$ cat src/common/tps_pkg.sv
// Purpose: Constants shared by the thermal protection supervisor
// Assumes: 20 MHz system clock
// Notes:   Cool-down and restart times are set here in microseconds

package tps_pkg;

    // ------------------------------------------------------------
    // Clock and timing
    // ------------------------------------------------------------
    localparam int CLK_MHZ = 20;
    localparam int COOL_DOWN_US = 1000;
    localparam int RESTART_US = 2000;
    localparam int COOL_DOWN_CYC = COOL_DOWN_US * CLK_MHZ;
    localparam int RESTART_CYC = RESTART_US * CLK_MHZ;

    // ------------------------------------------------------------
    // Sizes and field values
    // ------------------------------------------------------------
    localparam int HS_NUM = 4;
    localparam int SYNC_STAGES = 2;
    localparam logic [1:0] CAN_FAIL_NONE = 2'h0;
    localparam logic [1:0] CAN_FAIL_TSD = 2'h1;

    // ------------------------------------------------------------
    // Device operating modes
    // ------------------------------------------------------------
    typedef enum logic [1:0] {
        TPS_NORMAL,
        TPS_FAIL_SAFE,
        TPS_RESTART
    } tps_mode_e;

endpackage

$ cat src/tps_sync.sv
// Purpose: Two-stage synchroniser for a vector of comparator levels
// Assumes: Inputs are quasi-static analog comparator outputs
// Notes:   The first stage feeds only the second stage

`timescale 1ns/1ps

module tps_sync #(
    parameter int W = 1
) (
    // Clock and reset
    input wire logic i_clk,
    input wire logic i_rst,
    // Data
    input wire logic [W-1:0] i_d,
    output logic [W-1:0] o_q
);

    logic [W-1:0] meta_ff;

    always_ff @(posedge i_clk or posedge i_rst) begin
        if (i_rst) begin
            meta_ff <= '0;
            o_q <= '0;
        end else begin
            meta_ff <= i_d;
            o_q <= meta_ff;
        end
    end

endmodule

$ cat src/tps_flag.sv
// Purpose: Sticky status flag with a guarded software clear
// Assumes: Set and clear are one-cycle or level requests
// Notes:   Set wins over clear in the same cycle

`timescale 1ns/1ps

module tps_flag (
    // Clock and reset
    input wire logic i_clk,
    input wire logic i_rst,
    // Control
    input wire logic i_set,
    input wire logic i_clr,
    input wire logic i_clr_ok,
    // Status
    output logic o_q
);

    always_ff @(posedge i_clk or posedge i_rst) begin
        if (i_rst) begin
            o_q <= 1'b0;
        end else if (i_set) begin
            o_q <= 1'b1;
        end else if (i_clr && i_clr_ok) begin
            o_q <= 1'b0;
        end
    end

endmodule

$ cat src/tps_supervisor.sv
// Purpose: Three-level thermal protection supervisor
// Assumes: Comparator inputs are asynchronous; control inputs synchronous
// Notes:   Flags are sticky and cleared only by the software strobes

`timescale 1ns/1ps

module tps_supervisor
    import tps_pkg::*;
#(
    parameter int HSN = HS_NUM,
    parameter int COOL_CYC = COOL_DOWN_CYC,
    parameter int RST_CYC = RESTART_CYC
) (
    // Clock and reset
    input wire logic I_CLK,
    input wire logic I_SYS_RST,
    // Temperature comparators
    input wire logic I_OT_REG2,
    input wire logic I_OT_REG3,
    input wire logic I_OT_CAN,
    input wire logic [HSN-1:0] I_OT_HS,
    input wire logic I_PW_MAIN,
    input wire logic I_TSD_MAIN,
    // Configuration and status of the supplies
    input wire logic I_MAIN_ON,
    input wire logic I_REG3_LOAD_SHARE,
    input wire logic I_CAN_NORMAL,
    // Software writes
    input wire logic I_REG2_EN_WR,
    input wire logic I_REG2_EN_DATA,
    input wire logic I_REG3_EN_WR,
    input wire logic I_REG3_EN_DATA,
    input wire logic I_HS_CTRL_A_WR,
    input wire logic I_HS_CTRL_B_WR,
    input wire logic [HSN/2-1:0] I_HS_CTRL_DATA,
    // Software clears
    input wire logic I_CLR_BLOCK_TSD,
    input wire logic I_CLR_REG2_OT,
    input wire logic I_CLR_REG3_OT,
    input wire logic I_CLR_CAN_FAIL,
    input wire logic I_CLR_HS_FAULT,
    input wire logic I_CLR_PW,
    input wire logic I_CLR_DEV_TSD,
    // Output stage controls
    output logic O_REG2_ENABLE,
    output logic O_REG3_ENABLE,
    output logic O_REG3_EN_BIT,
    output logic O_CAN_TX_EN,
    output logic [HSN/2-1:0] O_HS_CTRL_A,
    output logic [HSN/2-1:0] O_HS_CTRL_B,
    // Status flags
    output logic O_BLOCK_TSD,
    output logic O_REG2_OT,
    output logic O_REG3_OT,
    output logic [1:0] O_CAN_FAIL,
    output logic [HSN-1:0] O_HS_FAULT,
    output logic O_PW,
    output logic O_DEV_TSD,
    // Device mode
    output logic O_NORMAL,
    output logic O_FAIL_SAFE,
    output logic O_RESTART
);

    // ------------------------------------------------------------
    // Parameter checks
    // ------------------------------------------------------------
    localparam int CNT_W = $clog2(COOL_CYC > RST_CYC ? COOL_CYC : RST_CYC) + 1;

    if (HSN < 2 || HSN % 2 != 0) begin : g_bad_hsn
        $error("HSN must be even and at least 2");
    end
    if (COOL_CYC < 1 || RST_CYC < 1) begin : g_bad_cyc
        $error("Cycle counts must be at least 1");
    end

    // ------------------------------------------------------------
    // Comparator synchronisation
    // ------------------------------------------------------------
    localparam int NCMP = HSN + 5;

    logic [NCMP-1:0] cmp_s;
    logic ot_reg2;
    logic ot_reg3;
    logic ot_can;
    logic [HSN-1:0] ot_hs;
    logic pw_main;
    logic tsd_main;

    tps_sync #(.W(NCMP)) u_sync (
        .i_clk(I_CLK),
        .i_rst(I_SYS_RST),
        .i_d({I_TSD_MAIN, I_PW_MAIN, I_OT_HS, I_OT_CAN, I_OT_REG3,
              I_OT_REG2}),
        .o_q(cmp_s)
    );

    assign ot_reg2 = cmp_s[0];
    assign ot_reg3 = cmp_s[1];
    assign ot_can = cmp_s[2];
    assign ot_hs = cmp_s[HSN+2:3];
    assign pw_main = cmp_s[HSN+3];
    assign tsd_main = cmp_s[HSN+4];

    // ------------------------------------------------------------
    // Gated overtemperature events
    // ------------------------------------------------------------
    logic hs_any_on;
    logic ev_reg2;
    logic ev_reg3;
    logic ev_can;
    logic ev_hs;
    logic ev_pw;
    logic ev_dev;
    logic block_hot;

    assign hs_any_on = |{O_HS_CTRL_A, O_HS_CTRL_B};
    assign ev_reg2 = ot_reg2 && O_REG2_ENABLE;
    assign ev_reg3 = ot_reg3 && O_REG3_EN_BIT;
    assign ev_can = ot_can && I_CAN_NORMAL;
    assign ev_hs = |ot_hs && hs_any_on;
    assign ev_pw = pw_main && I_MAIN_ON;
    assign ev_dev = tsd_main && I_MAIN_ON;
    assign block_hot = ot_reg2 || ot_reg3 || ot_can || (|ot_hs);

    // ------------------------------------------------------------
    // Second regulator
    // ------------------------------------------------------------
    always_ff @(posedge I_CLK or posedge I_SYS_RST) begin
        if (I_SYS_RST) begin
            O_REG2_ENABLE <= 1'b0;
        end else if (ev_reg2) begin
            O_REG2_ENABLE <= 1'b0;
        end else if (I_REG2_EN_WR) begin
            O_REG2_ENABLE <= I_REG2_EN_DATA;
        end
    end

    // ------------------------------------------------------------
    // Third regulator
    // ------------------------------------------------------------
    logic nxt_reg3_en;

    always_comb begin
        nxt_reg3_en = O_REG3_EN_BIT;
        if (I_REG3_EN_WR) begin
            nxt_reg3_en = I_REG3_EN_DATA;
        end
        if (ev_reg3 && !I_REG3_LOAD_SHARE) begin
            nxt_reg3_en = 1'b0;
        end
    end

    always_ff @(posedge I_CLK or posedge I_SYS_RST) begin
        if (I_SYS_RST) begin
            O_REG3_EN_BIT <= 1'b0;
        end else begin
            O_REG3_EN_BIT <= nxt_reg3_en;
        end
    end

    // Load sharing keeps the bit and follows the comparator
    always_ff @(posedge I_CLK or posedge I_SYS_RST) begin
        if (I_SYS_RST) begin
            O_REG3_ENABLE <= 1'b0;
        end else begin
            O_REG3_ENABLE <= nxt_reg3_en && !ev_reg3;
        end
    end

    // ------------------------------------------------------------
    // CAN transmitter
    // ------------------------------------------------------------
    always_ff @(posedge I_CLK or posedge I_SYS_RST) begin
        if (I_SYS_RST) begin
            O_CAN_TX_EN <= 1'b0;
        end else begin
            O_CAN_TX_EN <= I_CAN_NORMAL && !ot_can;
        end
    end

    always_ff @(posedge I_CLK or posedge I_SYS_RST) begin
        if (I_SYS_RST) begin
            O_CAN_FAIL <= CAN_FAIL_NONE;
        end else if (ev_can) begin
            O_CAN_FAIL <= CAN_FAIL_TSD;
        end else if (I_CLR_CAN_FAIL && !ot_can) begin
            O_CAN_FAIL <= CAN_FAIL_NONE;
        end
    end

    // ------------------------------------------------------------
    // High-side switches
    // ------------------------------------------------------------
    always_ff @(posedge I_CLK or posedge I_SYS_RST) begin
        if (I_SYS_RST) begin
            O_HS_CTRL_A <= '0;
            O_HS_CTRL_B <= '0;
        end else if (ev_hs) begin
            O_HS_CTRL_A <= '0;
            O_HS_CTRL_B <= '0;
        end else begin
            if (I_HS_CTRL_A_WR) begin
                O_HS_CTRL_A <= I_HS_CTRL_DATA;
            end
            if (I_HS_CTRL_B_WR) begin
                O_HS_CTRL_B <= I_HS_CTRL_DATA;
            end
        end
    end

    always_ff @(posedge I_CLK or posedge I_SYS_RST) begin
        if (I_SYS_RST) begin
            O_HS_FAULT <= '0;
        end else if (ev_hs) begin
            O_HS_FAULT <= '1;
        end else if (I_CLR_HS_FAULT && !(|ot_hs)) begin
            O_HS_FAULT <= '0;
        end
    end

    // ------------------------------------------------------------
    // Sticky flags
    // ------------------------------------------------------------
    tps_flag u_blk (
        .i_clk(I_CLK),
        .i_rst(I_SYS_RST),
        .i_set(ev_reg2 || ev_reg3 || ev_can || ev_hs),
        .i_clr(I_CLR_BLOCK_TSD),
        .i_clr_ok(!block_hot),
        .o_q(O_BLOCK_TSD)
    );

    tps_flag u_reg2 (
        .i_clk(I_CLK),
        .i_rst(I_SYS_RST),
        .i_set(ev_reg2),
        .i_clr(I_CLR_REG2_OT),
        .i_clr_ok(!ot_reg2),
        .o_q(O_REG2_OT)
    );

    tps_flag u_reg3 (
        .i_clk(I_CLK),
        .i_rst(I_SYS_RST),
        .i_set(ev_reg3),
        .i_clr(I_CLR_REG3_OT),
        .i_clr_ok(!ot_reg3),
        .o_q(O_REG3_OT)
    );

    tps_flag u_pw (
        .i_clk(I_CLK),
        .i_rst(I_SYS_RST),
        .i_set(ev_pw),
        .i_clr(I_CLR_PW),
        .i_clr_ok(!pw_main),
        .o_q(O_PW)
    );

    tps_flag u_dev (
        .i_clk(I_CLK),
        .i_rst(I_SYS_RST),
        .i_set(ev_dev),
        .i_clr(I_CLR_DEV_TSD),
        .i_clr_ok(!tsd_main && O_NORMAL),
        .o_q(O_DEV_TSD)
    );

    // ------------------------------------------------------------
    // Device mode sequencer
    // ------------------------------------------------------------
    tps_mode_e mode_ff;
    tps_mode_e nxt_mode;
    logic [CNT_W-1:0] cnt_ff;
    logic [CNT_W-1:0] nxt_cnt;

    always_comb begin
        nxt_mode = mode_ff;
        nxt_cnt = cnt_ff;
        case (mode_ff)
            TPS_NORMAL: begin
                if (ev_dev) begin
                    nxt_mode = TPS_FAIL_SAFE;
                    nxt_cnt = CNT_W'(COOL_CYC - 1);
                end
            end
            TPS_FAIL_SAFE: begin
                if (cnt_ff == '0) begin
                    nxt_mode = TPS_RESTART;
                    nxt_cnt = CNT_W'(RST_CYC - 1);
                end else begin
                    nxt_cnt = cnt_ff - 1'b1;
                end
            end
            TPS_RESTART: begin
                if (ev_dev) begin
                    nxt_mode = TPS_FAIL_SAFE;
                    nxt_cnt = CNT_W'(COOL_CYC - 1);
                end else if (cnt_ff == '0) begin
                    nxt_mode = TPS_NORMAL;
                end else begin
                    nxt_cnt = cnt_ff - 1'b1;
                end
            end
            default: begin
                nxt_mode = TPS_NORMAL;
                nxt_cnt = '0;
            end
        endcase
    end

    always_ff @(posedge I_CLK or posedge I_SYS_RST) begin
        if (I_SYS_RST) begin
            mode_ff <= TPS_NORMAL;
            cnt_ff <= '0;
        end else begin
            mode_ff <= nxt_mode;
            cnt_ff <= nxt_cnt;
        end
    end

    always_ff @(posedge I_CLK or posedge I_SYS_RST) begin
        if (I_SYS_RST) begin
            O_NORMAL <= 1'b1;
            O_FAIL_SAFE <= 1'b0;
            O_RESTART <= 1'b0;
        end else begin
            O_NORMAL <= nxt_mode == TPS_NORMAL;
            O_FAIL_SAFE <= nxt_mode == TPS_FAIL_SAFE;
            O_RESTART <= nxt_mode == TPS_RESTART;
        end
    end

    // ------------------------------------------------------------
    // Checks
    // ------------------------------------------------------------
    a_reg2_trip: assert property (
        @(posedge I_CLK) disable iff (I_SYS_RST)
        ev_reg2 |=> !O_REG2_ENABLE && O_REG2_OT && O_BLOCK_TSD)
        else $error("Second regulator not tripped");

    a_reg3_alone: assert property (
        @(posedge I_CLK) disable iff (I_SYS_RST)
        ev_reg3 && !I_REG3_LOAD_SHARE |=> !O_REG3_EN_BIT && !O_REG3_ENABLE)
        else $error("Stand-alone third regulator not tripped");

    a_reg3_share: assert property (
        @(posedge I_CLK) disable iff (I_SYS_RST)
        ev_reg3 && I_REG3_LOAD_SHARE && !I_REG3_EN_WR
        |=> O_REG3_EN_BIT && !O_REG3_ENABLE && O_REG3_OT)
        else $error("Load-sharing third regulator mishandled");

    a_can_recv: assert property (
        @(posedge I_CLK) disable iff (I_SYS_RST)
        ev_can |=> !O_CAN_TX_EN && O_CAN_FAIL == CAN_FAIL_TSD)
        else $error("CAN transmitter not disabled");

    a_hs_all_off: assert property (
        @(posedge I_CLK) disable iff (I_SYS_RST)
        ev_hs |=> O_HS_CTRL_A == '0 && O_HS_CTRL_B == '0 && &O_HS_FAULT)
        else $error("High-side switches not all off");

    a_blk_sticky: assert property (
        @(posedge I_CLK) disable iff (I_SYS_RST)
        O_BLOCK_TSD && block_hot |=> O_BLOCK_TSD)
        else $error("Block flag cleared while hot");

    a_pw_gated: assert property (
        @(posedge I_CLK) disable iff (I_SYS_RST)
        $rose(O_PW) |-> $past(I_MAIN_ON) && $past(pw_main))
        else $error("Prewarning set while main regulator off");

    a_fs_entry: assert property (
        @(posedge I_CLK) disable iff (I_SYS_RST)
        O_NORMAL && ev_dev |=> O_FAIL_SAFE && O_DEV_TSD)
        else $error("Fail-safe not entered on device shutdown");

    a_dev_keep: assert property (
        @(posedge I_CLK) disable iff (I_SYS_RST)
        O_DEV_TSD && !O_NORMAL |=> O_DEV_TSD)
        else $error("Device flag cleared outside normal mode");

    a_sync_lag: assert property (
        @(posedge I_CLK) disable iff (I_SYS_RST)
        $rose(tsd_main) |-> $past(I_TSD_MAIN, 2))
        else $error("Comparator used without synchronisation");

endmodule

$ cat config.mk
export PLATFORM = sky130hd
export DESIGN_NAME = tps_supervisor
export DESIGN_NICKNAME = d
export VERILOG_FILES = /design/src/common/tps_pkg.sv /design/src/tps_sync.sv /design/src/tps_flag.sv /design/src/tps_supervisor.sv
export SDC_FILE = /design/constraint.sdc
export NUM_CORES = 1
export LEC_CHECK = 0
export BUFFER_PORTS_ARGS = -buffer_cell sky130_fd_sc_hd__buf_2
export CORE_MARGIN = 2
export CORE_UTILIZATION = 35
export CTS_CLUSTER_SIZE = 16
export DETAILED_ROUTE_END_ITERATION = 8
export GPL_TIMING_DRIVEN = 0
export PLACE_DENSITY_LB_ADDON = 0.2
export SYNTH_ARGS = -nofsm -noshare
export SYNTH_HDL_FRONTEND = slang
export SYNTH_SLANG_ARGS = --single-unit
$ cat constraint.sdc
create_clock -name I_CLK -period 4.05 [get_ports I_CLK]
set_input_delay 0.2025 -clock I_CLK [delete_from_list [all_inputs] [get_ports I_CLK]]
set_output_delay 0.2025 -clock I_CLK [all_outputs]
set_load 0.005 [all_outputs]
==> results of run 1 <==
-- cells by family after synthesis --
| family | share of synthesized area [%] |
|---|---|
| AND/OR/NAND/NOR | 20.0 |
| AO/OA/AOI/OAI | 17.3 |
| flip-flops | 51.1 |
| buffers and inverters | 6.50 |
| XOR/XNOR | 2.27 |
| multiplexers | 2.23 |
| adder cells (fa/ha/maj) | 0.464 |
| other | 0.139 |
-- worst max-delay path, cell delays in order (launching register included) --
cell and delay, ns:
dfrtp_1 0.42, inv_1 0.09, ha_1 0.23, nor3b_4 0.40
nand4_4 0.22, o21ai_1 0.70, nor4b_1 0.35, nor3_1 0.08
-- through the flow --
step	power (mW)	cells	hold slack (ns)	instance area, um2	util (%)
CTS	1.73	430	0.00273	3290	43.3
global placement	1.33	412	0.310	3070	40.3
floorplan	1.18	261	0.234	2700	-
detailed placement	1.35	413	0.218	3090	40.6
global route	1.84	431	0.0544	3300	43.4
finish	1.71	431	0.0568	3300	43.4
-- layout by cell type (no fill, tap or decap), types with 3 or more instances in the layout --
cell type and count:
a21oi_1 18, a31oi_1 4, buf_2 49, buf_4 4, buf_6 4, clkbuf_8 9, dfrtp_1 54, dlygate4sd3_1 10
inv_1 7, mux2i_1 6, nand2_1 19, nand2b_1 4, nand3_1 4, nor2_1 24, nor3_1 14, nor4_1 5
nor4b_1 3, o21ai_0 14, o22ai_1 7, or3_1 3, xnor2_1 6
-- cell usage after synthesis (all sizes together), types with 2 or more instances --
master	count	area, um2
dfrtp	54	1350
nor2	25	96.4
nand2	19	71.3
a21oi	18	90.1
nor3	16	90.1
o21ai	15	75.1
buf	8	75.1
inv	8	30.0
clkbuf	7	70.1
o22ai	7	43.8
mux2i	6	60.1
nor4	6	43.8
xnor2	6	52.6
a31oi	4	25.0
nand2b	4	25.0
nand3	4	20.0
and2	3	21.3
nand4	3	33.8
nor4b	3	26.3
or3	3	18.8
a2111oi	2	17.5
a41oi	2	17.5
and3	2	13.8
nor2b	2	12.5
nor3b	2	26.3
o211ai	2	15.0
o221ai	2	17.5
o31a	2	20.0
o31ai	2	15.0
-- worst max path at each step --
stage               startpoint         end
floorplan            cnt_ff[0]   cnt_ff[1]
global placement     cnt_ff[0]  cnt_ff[12]
detailed placement   cnt_ff[0]  cnt_ff[12]
CTS                  cnt_ff[0]   cnt_ff[4]
global route         cnt_ff[0]   cnt_ff[4]
finish               cnt_ff[0]   cnt_ff[4]
-- layer usage --
metal  global-route usage [%]  vias up  part of all wire [%]
met2                     26.2       87                    46
li1                         -     1083                     -
met3                     3.53        6                   6.1
met4                     5.10        0                   1.2
met1                     21.4     1020                    47
met5                        0        -                     0
-- flip-flops by register name, summed over array words and instances, names as in the netlist, 2 cells and up --
signal	flops
u_sync.o_q	9
u_sync.meta_ff	9
O_HS_CTRL_A	2
O_HS_CTRL_B	2
mode_ff	2
cnt_ff	17
-- power breakdown --
group	switching, mW	internal (mW)	total (mW)
Clock	0.183	0.186	0.369
Combinational	0.304	0.270	0.574
Sequential	0.116	0.656	0.772
Total	0.602	1.11	1.71
-- final cells by class --
| cell class | count | area [um2] |
|---|---|---|
| Tap cell | 102 | 128 |
| Multi-Input combinational cell | 183 | 1140 |
| Inverter | 8 | 30.0 |
| Clock inverter | 3 | 46.3 |
| Clock buffer | 5 | 68.8 |
| Sequential cell | 55 | 1380 |
| Fill cell | 758 | 4300 |
| Buffer | 15 | 145 |
| Timing Repair Buffer | 60 | 365 |
==> qor.yml, run 1 <==
outcome: "finished clean"
grtUsageTotal_pct: 16.0
setup_viol: 0
hp-class: "in2reg"
preCtsSetupSlack_ns: 1.54
skew_ns: 0.00785
ys_ff_latch: 55
cts_hold_buf: 9
drive_above_1_share_pct: 26.1
htree_levels: 2
endpoint_kind: "flip-flop"
ctsResizeCount: 0
maxCapViolCount: 0
r2r_end: "cnt_ff[4]"
critical_path_required_ns: 4.24
hpwl_mm: 4.56
postCtsSetupBuffers: 0
grt_max_degree: 39
clockRootBuffer: "clkbuf_8"
first_iter_violations: 135
slew_headroom_pct: 45.3
powerDensity_nw_per_um2: 519
n_antenna_cell: 0
whs_endpoint: "O_CAN_FAIL[0]"
ioPinCount: 51
grt_pass1_vias: 2202
firstDrtPassIters: 4
area_delta_synth_final_pct: 22.6
vias_per_cell: 5.10
worst_pin_slew_ns: 0.815
crit_path_start_kind: "flip-flop"
fin_ws_ns: 1.44
avgSynthCellArea_um2: 10.3
syn_inst: 261
ys.flop_type: "dfrtp_1"
die_area_um2: 8420
worst_ir_drop_vdd_v: 0.000219
place_congestion: 0.863
cp_max_fo: 8
syn_area_um2: 2700
yosysSeqAreaShare_pct: 51.1
numPortBuffers: 49
synthDistinctLibCells: 64
min_from: "I_CLR_CAN_FAIL"
clock_path_buffers: 2
finalCritPeriodShare_pct: 64.4
initial_core_util_pct: 35.4
async_reset_ff_share_pct: 100
worstHoldPathCells: 2
antenna_found_initial: 0
cp.arrival_ns: 2.80
grt_overflow: 0
finalSetupTns_ns: 0
grt_pass1_wl_mm: 10.8
numClockSinks: 55
rows: 32
cts_tree: "built"
r2r-start: "cnt_ff[0]"
core_area_um2: 7610
fp.dieH_um: 91.8
ff2ff_path_depth: 7
finalNetCount: 358
fin_crit_ns: 2.61
synth_warnings: 0
cts.clk_slew.worst_paths_ns: 0.10
rsz0062_at_grt: "false"
hold_viol: 0
num_vias: 2196
synth_edf_count: 0
routedWlPerCell_um: 14.9
cts_buffers: 5
worstSkewPairLatency_ns: 0.31
drcViolationCount: 0
dieWidth_um: 91.8
fmax_mhz: 384
path_class: "reg2reg"
synth_nets: 291
ant_nets: 0
reg2reg_slack_ns: 1.44
routed_wl_mm: 6.44
p_leak_nw: 1.40
final_max_slew_viol_count: 0
Note: power is estimated with default switching activity, not from simulation.
==> inputs of run 2 (changes only) <==
clock period = 2.39 ns   (was 4.05 ns; I/O delays follow)
==> run 2 against run 1 <==
Against the previous run:
- die area did not move
- combinational power grew 72%
- final cell count rose by 1.9%
- sequential share of layout area down 1.1 points
- critical endpoint is now cnt_ff[11]
- setup slack worse by 1.3 ns
- largest cell class unchanged
==> qor.yml, run 2 (same netlist as run 1, synthesis figures left out) <==
fin_ws_ns: 0.157  # -1.29 ns
most-common-layout-cells: "54 x dfrtp_1, 49 x buf_2, 24 x nor2_1"
htree_levels: 2  # unchanged
grt_pass1_vias: 2233  # +1.4%
crit_buf_inv: 2  # +1
cp.arrival_ns: 2.47  # -0.33 ns
whs_endpoint: "O_REG3_EN_BIT"
r2r-start: "cnt_ff[0]"
worst_ir_drop_vdd_v: 0.000371  # +70%
top_regs: "cnt_ff (17), u_sync.meta_ff (9), u_sync.o_q (9)"
die_area_um2: 8420  # unchanged
first_iter_violations: 137  # +1.5%
antenna_found_initial: 0  # unchanged
rsz0062_at_grt: "true"
outcome: "finished clean"
cts_tree: "built"
hp-class: "in2reg"
fin_crit_ns: 2.23  # -0.374 ns
hpwl_mm: 4.56  # unchanged
finalCritPeriodShare_pct: 93.4  # +29 points
setup_viol: 0  # unchanged
reg2reg_slack_ns: 0.16  # -1.29 ns
area_delta_synth_final_pct: 25.9
skew_ns: 0.00878  # +0.000936 ns
num_vias: 2250  # +2.5%
grt_pass1_wl_mm: 10.9  # +0.90%
initial_core_util_pct: 35.4  # unchanged
dieWidth_um: 91.8  # unchanged
maxCapViolCount: 0  # unchanged
drcViolationCount: 0  # unchanged
numPortBuffers: 49  # unchanged
ant_nets: 0  # unchanged
power.total_mw: 2.93  # +71%
p_leak_nw: 1.44  # +2.8%
worst_pin_slew_ns: 0.679  # -0.136 ns
worstSkewPairLatency_ns: 0.31  # about the same
numClockSinks: 55  # unchanged
multi_input_area_um2: 1160  # +1.5%
ioPinCount: 51  # unchanged
final_max_slew_viol_count: 0  # unchanged
hold_viol: 0  # unchanged
cts_buffers: 5  # unchanged
vias_per_cell: 5.13  # +0.59%
regArea_um2: 1380  # unchanged
place_congestion: 0.863  # unchanged
crit_slowest_cell: "dfrtp_1"
layout_commonest_cell: "dfrtp_1"
endpoint_kind: "flip-flop"
finalSetupTns_ns: 0  # unchanged
fmax_mhz: 448  # +17%
crit_path_max_incr_delay_ns: 0.42  # -0.28 ns
routedWlPerCell_um: 14.9  # -0.47%
clock_path_buffers: 2  # unchanged
path_delay_family: "simple AND/OR/NAND/NOR gates"
r2r_end: "cnt_ff[11]"
largest_reg_flops: 17  # unchanged
cts.clk_slew.worst_paths_ns: 0.10  # about the same
ff2ff_path_depth: 8  # +1
finalNetCount: 366  # +2.2%
worstHoldPathCells: 3  # +1
grt_overflow: 0  # unchanged
grtUsageTotal_pct: 16.2  # +0.14 points
drive_above_1_share_pct: 26.7  # +0.57 points
crit_path_start_kind: "flip-flop"
fp.dieH_um: 91.8  # unchanged
n_antenna_cell: 0  # unchanged
min_from: "I_REG3_LOAD_SHARE"
path_class: "reg2reg"
largest_register: "cnt_ff"
cp_max_fo: 10  # +2
core_area_um2: 7610  # unchanged
grt_max_degree: 39  # unchanged
fill_cells: 750  # -1.1%
preCtsSetupSlack_ns: -0.118  # -1.66 ns
routed_wl_mm: 6.53  # +1.4%
slew_headroom_pct: 54.3  # +9.0 points
clockRootBuffer: "clkbuf_8"
critical_path_required_ns: 2.63  # -1.61 ns
cp_cell_sequence: "inv_1 -> ha_1 -> nor3b_4 -> nand4_4 -> or2_1 -> buf_6 -> and4b_1 -> nor3_2"
rows: 32  # unchanged
powerDensity_nw_per_um2: 862  # +66%
firstDrtPassIters: 4  # unchanged
[run 2: cell types whose count changed in the layout (fill, tap and decap cells not counted), sizes merged]
| cell | previous run | this run |
|---|---|---|
| dlygate4sd3 | 10 | 15 |
| buf | 58 | 61 |
[run 2: worst max-delay path by stage]
| stage | start | endpoint | slack, ns | cells past startpoint |
|---|---|---|---|---|
| 6_report | cnt_ff[0] | cnt_ff[11] | 0.16 | 8 |
| 5_1_grt | cnt_ff[0] | cnt_ff[4] | -0.0002 | 7 |
| 4_1_cts | cnt_ff[0] | cnt_ff[4] | 0.06 | 7 |
| 3_5_place_dp | cnt_ff[0] | cnt_ff[12] | -0.12 | 7 |
| 3_3_place_gp | cnt_ff[0] | cnt_ff[12] | -0.06 | 7 |
| 2_1_floorplan | cnt_ff[0] | cnt_ff[1] | 0.39 | 7 |
[run 2: power by group]
group	switching, mW	total [mW]	internal (mW)
sequential	0.197	1.31	1.11
combinational	0.519	0.987	0.468
clock	0.315	0.631	0.316
[run 2: metrics by stage]
step	cells	area (um2)	utilization, %	hold WS, ns
2_1_floorplan	261	2700	-	0.151
3_3_place_gp	412	3070	40.3	0.227
3_5_place_dp	413	3090	40.6	0.135
4_1_cts	436	3360	44.2	0.0378
5_1_grt	439	3390	44.6	0.0563
6_report	439	3390	44.6	0.0409
[run 2: layout make-up]
cell class / count / area share (%)
Clock buffer: 5 / 2.03
Tap cell: 102 / 3.76
Timing Repair Buffer: 68 / 12.9
Buffer: 15 / 4.28
Clock inverter: 3 / 1.36
Multi-Input combinational cell: 183 / 34.2
Inverter: 8 / 0.885
Sequential cell: 55 / 40.6
[run 2: worst register-to-register path, stage by stage (launching register included)]
cell	delay, ns
dfrtp_1	0.42
inv_1	0.09
ha_1	0.23
nor3b_4	0.33
nand4_4	0.24
or2_1	0.33
buf_6	0.16
and4b_1	0.19
nor3_2	0.17
[run 2: timing repair]
action | CTS | global route
setup buffers | 0 | 3
hold endpoints to repair | 30 | 0
hold buffers | 15 | 0
pin swaps | 0 | 1
endpoints found under the setup margin | 5 | 10
resized for setup | 2 | 2
[run 2: routing by layer]
metal	up-vias	wire length (um)	global-route usage, %
met4	0	138	5.10
met5	-	0	0
met1	1043	3000	21.5
met2	89	2960	26.6
met3	12	428	3.45
li1	1106	-	-
